**src/common/iso_rate_converter_pkg.sv**
```systemverilog
package iso_rate_converter_pkg;

   // ----------------------------------------
   // geometry and register map (word indices)
   // ----------------------------------------
   localparam int NUM_CONV = 3;
   localparam int NUM_PATHS = 8;
   localparam int REG_STRIDE = 3;
   localparam logic [11:0] CONV1_HIGH_IDX = 12'hef0;
   localparam logic [11:0] CONV1_LOW_IDX = 12'hef1;
   localparam logic [11:0] CONV1_EN_IDX = 12'hef2;
   localparam logic [11:0] STATUS1_IDX = 12'hf00;
   localparam logic [15:0] REG_RESET = 16'h0000;

   // ----------------------------------------
   // field positions
   // ----------------------------------------
   localparam int RATE_MSB = 14;
   localparam int RATE_LSB = 11;
   localparam int UP_MSB = 15;
   localparam int DOWN_MSB = 9;
   localparam int NOTCH_BIT = 0;
   localparam int ERR_BIT = 1;

   // ----------------------------------------
   // rate codes and limits
   // ----------------------------------------
   localparam logic [3:0] RATE_MAIN1 = 4'h0;
   localparam logic [3:0] RATE_MAIN2 = 4'h1;
   localparam logic [3:0] RATE_MAIN3 = 4'h2;
   localparam logic [3:0] RATE_SEC1 = 4'h8;
   localparam logic [3:0] RATE_SEC2 = 4'h9;
   localparam logic [7:0] MIN_KHZ = 8'h08;
   localparam logic [7:0] MAX_KHZ = 8'hc0;
   localparam int MAX_RATIO = 24;
   localparam int LOAD_W = 13;

   typedef enum logic [1:0] {
      KIND_HIGH = 2'h0,
      KIND_LOW = 2'h1,
      KIND_EN = 2'h2,
      KIND_STAT = 2'h3
   } reg_kind_t;

   typedef struct packed {
      logic [7:0] r1;
      logic [7:0] r2;
      logic [7:0] r3;
   } main_rates_t;

   typedef struct packed {
      logic [7:0] r1;
      logic [7:0] r2;
   } sec_rates_t;

   typedef struct packed {
      logic valid;
      logic sec_dom;
      logic [7:0] khz;
   } rate_info_t;

   typedef struct packed {
      logic hit;
      logic [1:0] conv;
      reg_kind_t kind;
   } reg_dec_t;

   typedef struct packed {
      logic [3:0] hi;
      logic [3:0] lo;
      logic [7:0] req;
      logic notch;
      logic [7:0] act;
      logic err;
   } conv_state_t;

   typedef struct packed {
      logic [7:0] active;
      logic notch;
      logic [4:0] ratio;
      logic sec_dom;
      logic [7:0] hi_khz;
   } conv_report_t;

   typedef struct packed {
      conv_state_t [NUM_CONV-1:0] cs;
      conv_report_t [NUM_CONV-1:0] rep;
      logic [31:0] rdata;
      logic uc_pulse;
   } state_t;

endpackage

```
**src/verilog/iso_rate_converter.sv**
```systemverilog
// Local design decision: the APB slave port.
`timescale 1ns/1ps
`default_nettype none
module iso_rate_converter
   import iso_rate_converter_pkg::*;
(
   input wire logic pclk,
   input wire logic presetn,
   input wire logic psel,
   input wire logic penable,
   input wire logic pwrite,
   input wire logic [15:0] paddr,
   input wire logic [31:0] pwdata,
   output logic [31:0] prdata,
   output logic pready,
   output logic pslverr,
   input wire main_rates_t main_rates,
   input wire sec_rates_t sec_rates,
   input wire logic [LOAD_W-1:0] main_budget,
   input wire logic [LOAD_W-1:0] sec_budget,
   output conv_report_t [NUM_CONV-1:0] conv_report,
   output logic underclock_flag,
   output logic underclock_pulse
);

   // ----------------------------------------
   // helper functions
   // ----------------------------------------
   function automatic rate_info_t rate_lookup(
      input logic [3:0] code,
      input main_rates_t m,
      input sec_rates_t s
   );
      rate_info_t r;
      r = '0;
      case (code)
         RATE_MAIN1:
         begin
            r.valid = 1'b1;
            r.khz = m.r1;
         end
         RATE_MAIN2:
         begin
            r.valid = 1'b1;
            r.khz = m.r2;
         end
         RATE_MAIN3:
         begin
            r.valid = 1'b1;
            r.khz = m.r3;
         end
         RATE_SEC1:
         begin
            r.valid = 1'b1;
            r.sec_dom = 1'b1;
            r.khz = s.r1;
         end
         RATE_SEC2:
         begin
            r.valid = 1'b1;
            r.sec_dom = 1'b1;
            r.khz = s.r2;
         end
         default:
         begin
            r = '0;
         end
      endcase
      return r;
   endfunction

   // zero means the pair cannot run: reserved code, mixed domains,
   // out of range, or not an integer ratio
   function automatic logic [4:0] ratio_of(
      input rate_info_t hi,
      input rate_info_t lo
   );
      logic [4:0] k;
      logic ok;
      k = '0;
      ok = hi.valid && lo.valid;
      ok = ok && (hi.sec_dom == lo.sec_dom);
      ok = ok && (lo.khz >= MIN_KHZ) && (hi.khz <= MAX_KHZ);
      if (ok)
      begin
         for (int i = 1; i <= MAX_RATIO; i++)
         begin
            if (LOAD_W'(lo.khz) * LOAD_W'(i) == LOAD_W'(hi.khz))
            begin
               k = 5'(i);
            end
         end
      end
      return k;
   endfunction

   // every path is costed at its converter's high rate in kHz, so one
   // budget unit means the same on both domains
   function automatic logic [LOAD_W-1:0] cost_of(input rate_info_t hi);
      return LOAD_W'(hi.khz);
   endfunction

   function automatic logic [7:0] paths_of(input logic [15:0] w);
      return {w[UP_MSB -: 4], w[DOWN_MSB -: 4]};
   endfunction

   function automatic logic [15:0] field_of(input logic [7:0] p);
      logic [15:0] w;
      w = REG_RESET;
      w[UP_MSB -: 4] = p[7:4];
      w[DOWN_MSB -: 4] = p[3:0];
      return w;
   endfunction

   function automatic reg_dec_t decode(input logic [15:0] a);
      reg_dec_t d;
      logic [11:0] idx;
      d = '0;
      idx = a[13:2];
      for (int c = 0; c < NUM_CONV; c++)
      begin
         if (idx == CONV1_HIGH_IDX + 12'(REG_STRIDE * c))
         begin
            d = '{1'b1, 2'(c), KIND_HIGH};
         end
         if (idx == CONV1_LOW_IDX + 12'(REG_STRIDE * c))
         begin
            d = '{1'b1, 2'(c), KIND_LOW};
         end
         if (idx == CONV1_EN_IDX + 12'(REG_STRIDE * c))
         begin
            d = '{1'b1, 2'(c), KIND_EN};
         end
         if (idx == STATUS1_IDX + 12'(c))
         begin
            d = '{1'b1, 2'(c), KIND_STAT};
         end
      end
      if (a[15:14] != 2'b00 || a[1:0] != 2'b00)
      begin
         d.hit = 1'b0;
      end
      return d;
   endfunction

   // ----------------------------------------
   // state
   // ----------------------------------------
   state_t state_ff;
   state_t nxt_state;
   rate_info_t [NUM_CONV-1:0] hi_info;
   rate_info_t [NUM_CONV-1:0] lo_info;
   logic [NUM_CONV-1:0][4:0] ratio;
   logic [LOAD_W-1:0] load_main;
   logic [LOAD_W-1:0] load_sec;
   logic [LOAD_W-1:0] load_sel;
   logic [LOAD_W-1:0] budget_sel;
   reg_dec_t dec;
   logic [1:0] wc;
   logic wr_en;
   logic refused;
   logic [7:0] req;
   logic [7:0] rise;
   logic [15:0] rd_word;

   // ----------------------------------------
   // next state
   // ----------------------------------------
   always_comb
   begin
      nxt_state = state_ff;
      nxt_state.uc_pulse = 1'b0;
      refused = 1'b0;
      req = '0;
      rise = '0;
      rd_word = REG_RESET;
      load_main = '0;
      load_sec = '0;
      load_sel = '0;
      budget_sel = '0;

      // rate decode for every converter, independently of the others
      for (int c = 0; c < NUM_CONV; c++)
      begin
         hi_info[c] = rate_lookup(state_ff.cs[c].hi, main_rates, sec_rates);
         lo_info[c] = rate_lookup(state_ff.cs[c].lo, main_rates, sec_rates);
         ratio[c] = ratio_of(hi_info[c], lo_info[c]);
      end

      // clock load already committed on each domain; every path
      // is costed at its converter's high rate
      for (int c = 0; c < NUM_CONV; c++)
      begin
         for (int b = 0; b < NUM_PATHS; b++)
         begin
            if (state_ff.cs[c].act[b])
            begin
               if (hi_info[c].sec_dom)
               begin
                  load_sec = load_sec + cost_of(hi_info[c]);
               end
               else
               begin
                  load_main = load_main + cost_of(hi_info[c]);
               end
            end
         end
      end

      dec = decode(paddr);
      wc = dec.conv;
      wr_en = psel && penable && pwrite && dec.hit;

      // read data is captured in the setup cycle so the access
      // phase can finish with no wait state
      if (dec.hit)
      begin
         unique case (dec.kind)
            KIND_HIGH:
            begin
               rd_word[RATE_MSB:RATE_LSB] = state_ff.cs[wc].hi;
            end
            KIND_LOW:
            begin
               rd_word[RATE_MSB:RATE_LSB] = state_ff.cs[wc].lo;
            end
            KIND_EN:
            begin
               rd_word = field_of(state_ff.cs[wc].req);
               rd_word[NOTCH_BIT] = state_ff.cs[wc].notch;
            end
            KIND_STAT:
            begin
               rd_word = field_of(state_ff.cs[wc].act);
               rd_word[ERR_BIT] = state_ff.cs[wc].err;
            end
         endcase
      end
      if (psel && !penable)
      begin
         nxt_state.rdata = {16'h0000, rd_word};
      end

      // rate fields are taken even while paths run; idling the paths and
      // their sources first is left to software
      if (wr_en)
      begin
         unique case (dec.kind)
            KIND_HIGH:
            begin
               nxt_state.cs[wc].hi = pwdata[RATE_MSB:RATE_LSB];
            end
            KIND_LOW:
            begin
               nxt_state.cs[wc].lo = pwdata[RATE_MSB:RATE_LSB];
            end
            KIND_EN:
            begin
               req = paths_of(pwdata[15:0]);
               nxt_state.cs[wc].req = req;
               nxt_state.cs[wc].notch = pwdata[NOTCH_BIT];
               // clearing a bit stops its path at once
               nxt_state.cs[wc].act = state_ff.cs[wc].act & req;
               rise = req & ~state_ff.cs[wc].act;
               load_sel = hi_info[wc].sec_dom ? load_sec : load_main;
               budget_sel = hi_info[wc].sec_dom ? sec_budget : main_budget;
               // new paths are granted from up path one downward while the
               // budget lasts; running paths are never revoked
               for (int b = NUM_PATHS - 1; b >= 0; b--)
               begin
                  if (rise[b])
                  begin
                     if (ratio[wc] != 5'h00 &&
                         load_sel + cost_of(hi_info[wc]) <= budget_sel)
                     begin
                        nxt_state.cs[wc].act[b] = 1'b1;
                        load_sel = load_sel + cost_of(hi_info[wc]);
                     end
                     else
                     begin
                        refused = 1'b1;
                     end
                  end
               end
            end
            KIND_STAT:
            begin
               if (pwdata[ERR_BIT])
               begin
                  nxt_state.cs[wc].err = 1'b0;
               end
            end
         endcase
      end

      // a refusal in the same cycle as a clear leaves the flag set
      if (refused)
      begin
         nxt_state.cs[wc].err = 1'b1;
         nxt_state.uc_pulse = 1'b1;
      end

      // settings handed to each converter's filter and paths
      for (int c = 0; c < NUM_CONV; c++)
      begin
         nxt_state.rep[c].active = nxt_state.cs[c].act;
         nxt_state.rep[c].notch = nxt_state.cs[c].notch;
         nxt_state.rep[c].ratio = ratio[c];
         nxt_state.rep[c].sec_dom = hi_info[c].sec_dom;
         nxt_state.rep[c].hi_khz = hi_info[c].khz;
      end
   end

   // ----------------------------------------
   // registers
   // ----------------------------------------
   always_ff @(posedge pclk or negedge presetn)
   begin
      if (!presetn)
      begin
         state_ff <= '0;
      end
      else
      begin
         state_ff <= nxt_state;
      end
   end

   // ----------------------------------------
   // outputs
   // ----------------------------------------
   assign prdata = state_ff.rdata;
   assign pready = 1'b1;
   // unmapped words answer with an error but still finish at once
   assign pslverr = psel && penable && !dec.hit;
   assign conv_report = state_ff.rep;
   assign underclock_pulse = state_ff.uc_pulse;
   assign underclock_flag = state_ff.cs[0].err || state_ff.cs[1].err ||
                            state_ff.cs[2].err;

endmodule
`default_nettype wire
```
**config.mk**
```make
export PLATFORM = sky130hd
export DESIGN_NAME = iso_rate_converter
export DESIGN_NICKNAME = d
export VERILOG_FILES = /design/src/common/iso_rate_converter_pkg.sv /design/src/verilog/iso_rate_converter.sv
export SDC_FILE = /design/constraint.sdc
export NUM_CORES = 2
export LEC_CHECK = 0
export BUFFER_PORTS_ARGS = -buffer_cell sky130_fd_sc_hd__buf_4
export CAP_MARGIN = 20
export CORE_MARGIN = 3
export CORE_UTILIZATION = 50
export DETAILED_ROUTE_END_ITERATION = 12
export PLACE_DENSITY = 0.67
export SLEW_MARGIN = 0
export SYNTH_ARGS = -nofsm -noshare
export SYNTH_HDL_FRONTEND = slang
export SYNTH_SLANG_ARGS = --single-unit
```
**constraint.sdc**
```tcl
create_clock -name pclk -period 70.6 [get_ports pclk]
set_input_delay 3.53 -clock pclk [delete_from_list [all_inputs] [get_ports pclk]]
set_output_delay 3.53 -clock pclk [all_outputs]
set_load 0.05 [all_outputs]
```
==> insert_results.sql <==
INSERT INTO impl_metrics (metric_group, metric, value, unit) VALUES
('status', 'run_status', 'completed', ''),
('placed_design', 'dp_worst_setup_slack', '9.462', 'ns'),
('min_path', 'hold_path.class', 'flip-flop to flip-flop', ''),
('clock_network', 'htree_num_levels', '4', ''),
('placed_design', 'buffer_ports.inserted', '180', ''),
('critical_path', 'reg2reg_setup_slack', '11.11', 'ns'),
('critical_path', 'critical_path_peak_fanout', '34', ''),
('critical_path', 'worstSetupEndpointType', 'flip-flop', ''),
('global_routing', 'antenna_found_initial', '30', ''),
('run', 'maxCapViolCount', '0', ''),
('die', 'io_pins', '224', ''),
('die', 'core', '0.1206', 'mm²'),
('synth', 'ys_top_cells_by_area', 'ha_1 18%, xnor2_1 9.5%, fa_1 7.2%', ''),
('sta', 'max_slew.worst_pin.slew', '1.267', 'ns'),
('global_routing', 'grt_max_degree', '81', ''),
('global_routing', 'grt.total_usage', '0.3137', ''),
('critical_path', 'path_delay_family', 'compound AO/OA/AOI/OAI gates', ''),
('critical_path', 'slowest_stage', 'a22oi_1', ''),
('critical_path', 'timing_worst_setup_path_type', 'primary input to flip-flop', ''),
('sta', 'finalHoldViolCount', '0', ''),
('power_and_ir_drop', 'ir_drop', '0.01963', 'mV'),
('critical_path', 'critical-path-top-cell-by-count', 'ha_1', ''),
('synth', 'synth-seq-area-share', '0.05409', ''),
('drt', 'routed-via-count', '59990', ''),
('drt', 'drt-initial-drc-count', '5404', ''),
('sta', 'final_setup_violation_count', '0', ''),
('clock_network', 'clkLatencyLatePin', '0.50', 'ns'),
('drt', 'drt-met1-wl', '90770', 'µm'),
('synth', 'synth_top_flop_cell', 'dfrtp_1', ''),
('drt', 'detail_route.first_pass.iterations', '6', ''),
('synth', 'synthDistinctLibCells', '124', ''),
('critical_path', 'crit_path_max_incr_delay', '0.76', 'ns'),
('die', 'die_w', '355.5', 'µm'),
('drt', 'post_drt_wl_per_cell', '20.98', 'µm'),
('cells_and_area', 'final_layout_size_suffix_gt1_frac', '0.08353', ''),
('critical_path', 'worst_setup_path_start_kind', 'primary input', ''),
('cells_and_area', 'flow.area_growth_from_synthesis', '6.066', '%'),
('synth', 'synth_enable_flop_cells', '0', ''),
('drt', 'detailroute.wirelength.met3', '17960', 'µm'),
('clock_network', 'cts_post_setup_buffers_inserted', '0', ''),
('synth', 'synth.top_cell.area_share', '0.1774', ''),
('clock_network', 'tritoncts_num_sinks', '132', ''),
('synth', 'synth.most_common_cell', 'ha_1', ''),
('critical_path', 'worst-endpoint-arrival', '61.74', 'ns'),
('die', 'vert_die_dim', '355.5', 'µm'),
('synth', 'most_instantiated_cells_after_synthesis', '866 x ha_1, 671 x nand2_1, 659 x xnor2_1', ''),
('clock_network', 'numCtsBuffers', '17', ''),
('synth', 'ys_ff_latch', '132', ''),
('drt', 'finalWirelength', '204600', 'µm'),
('synth', 'synth-async-reset-ratio', '1.000', ''),
('sta', 'grt_setup_unrepaired', 'no', ''),
('synth', 'avgSynthCellArea', '7.567', 'µm²'),
('drt', 'highest_routing_layer_actually_used', 'met5', ''),
('die', 'floorplan.initialDensity', '0.5064', ''),
('critical_path', 'critical_path_required', '70.95', 'ns'),
('global_routing', 'grt_pass1_vias', '56920', ''),
('drt', 'drt_drc_violations_left', '0', ''),
('die', 'dieArea', '0.1264', 'mm²'),
('drt', 'antenna_left', '0', ''),
('power_and_ir_drop', 'power_density', '10.52', 'mW/mm²'),
('clock_network', 'tritoncts', 'built', ''),
('clock_network', 'holdBufCountCts', '0', ''),
('clock_network', 'post_cts.resized_instances', '0', ''),
('placed_design', 'dp.final_hpwl', '164400', 'µm'),
('sta', 'timing.setup.tns', '0', 'ns'),
('synth', 'synthDominantAreaCellType', 'ha_1', ''),
('global_routing', 'globalRoute.totalOverflow', '0', ''),
('drt', 'wl_met2', '87750', 'µm'),
('sta', 'fin_skew', '0.02110', 'ns'),
('cells_and_area', 'design.final.nets', '9308', ''),
('sta', 'final.period_utilization', '0.8696', '');
[layout by cell type, fill, tap and decap left out, drive strengths merged, types with 27 or more instances in the layout]
cell / instances
mux2i: 110
nor2: 656
and2: 80
nand3: 136
dfrtp: 132
a211o: 27
or3: 54
ha: 866
o211ai: 48
or4: 34
a21o: 193
inv: 640
xnor2: 677
o21bai: 114
a22oi: 36
nor4: 78
nand4: 87
a21oi: 548
o31ai: 55
nand2b: 103
buf: 315
nand3b: 42
xor2: 231
a21boi: 33
nand2: 672
nor3: 170
o21a: 144
a22o: 28
o221ai: 28
a31oi: 71
mux2: 139
a211oi: 87
o31a: 32
and3: 36
nor2b: 176
conb: 29
or2: 37
fa: 219
o21ai: 452
o22ai: 62
[layer usage]
layer  track usage  up-vias
met4        0.1135       14
met1        0.4314    28510
met3       0.05461      384
met2        0.4911     2220
met5             0        -
li1              -    28860
[report_power, final]
group | internal [µW] | total (µW) | switching, µW
sequential | 76.4 | 76.8 | 0.416
clock | 54.4 | 102 | 47.5
combinational | 215 | 502 | 287
[path summary, 6_finish.rpt]
check / startpoint / to / depth (start not counted)
setup / recovery: sec_rates[4] / state_ff[102] / 258
hold / removal: flip-flop / flip-flop / 2
setup reg to reg: flip-flop / state_ff[102] / 259
hold reg to reg: flip-flop / flip-flop / 2
max in group asynchronous: presetn / conv_report[10] / 2
min in group asynchronous: presetn / conv_report[51] / 1
[kinds of logic after synthesis]
group                      synth area share
adders and majority gates            0.2507
AOI/OAI and AO/OA                    0.2370
DFF                                 0.05409
and+or+nand+nor                      0.2036
other                             0.0001230
xor gates and xnor gates             0.1442
muxes                               0.04396
buffers and inverters               0.06630
[worst register-to-register path: cells and delay by family (launching register included)]
kind	cells	cell delay, ns
fa+ha+maj	45	14.69
simple gates	80	16.02
flops	1	0.85
compound gates	95	18.63
buf+inv	8	1.91
xor+xnor	20	3.59
mux	11	3.67
[through the flow]
stage | power, µW | cells | utilization | hold WS, ns
floorplan | 463.5 | 8098 | - | 0.4334
global placement | 559.9 | 9695 | 0.5312 | 0.4478
detailed placement | 571.9 | 9696 | 0.5313 | 0.4499
CTS | 677.1 | 9728 | 0.5366 | 0.4722
global route | 742.1 | 9739 | 0.5369 | 0.4961
finish | 681.2 | 9750 | 0.5371 | 0.4701
[final cells by class]
type / instances / area, µm²
clock buffer: 17 / 425.4
fill: 11690 / 55830
multi-input combinational: 7000 / 53990
sequential: 132 / 3303
antenna: 21 / 52.55
timing repair buffer: 316 / 2389
inverter: 637 / 2391
tap: 1612 / 2017
clock inverter: 15 / 209.0
(Power assumes the default switching activity.)
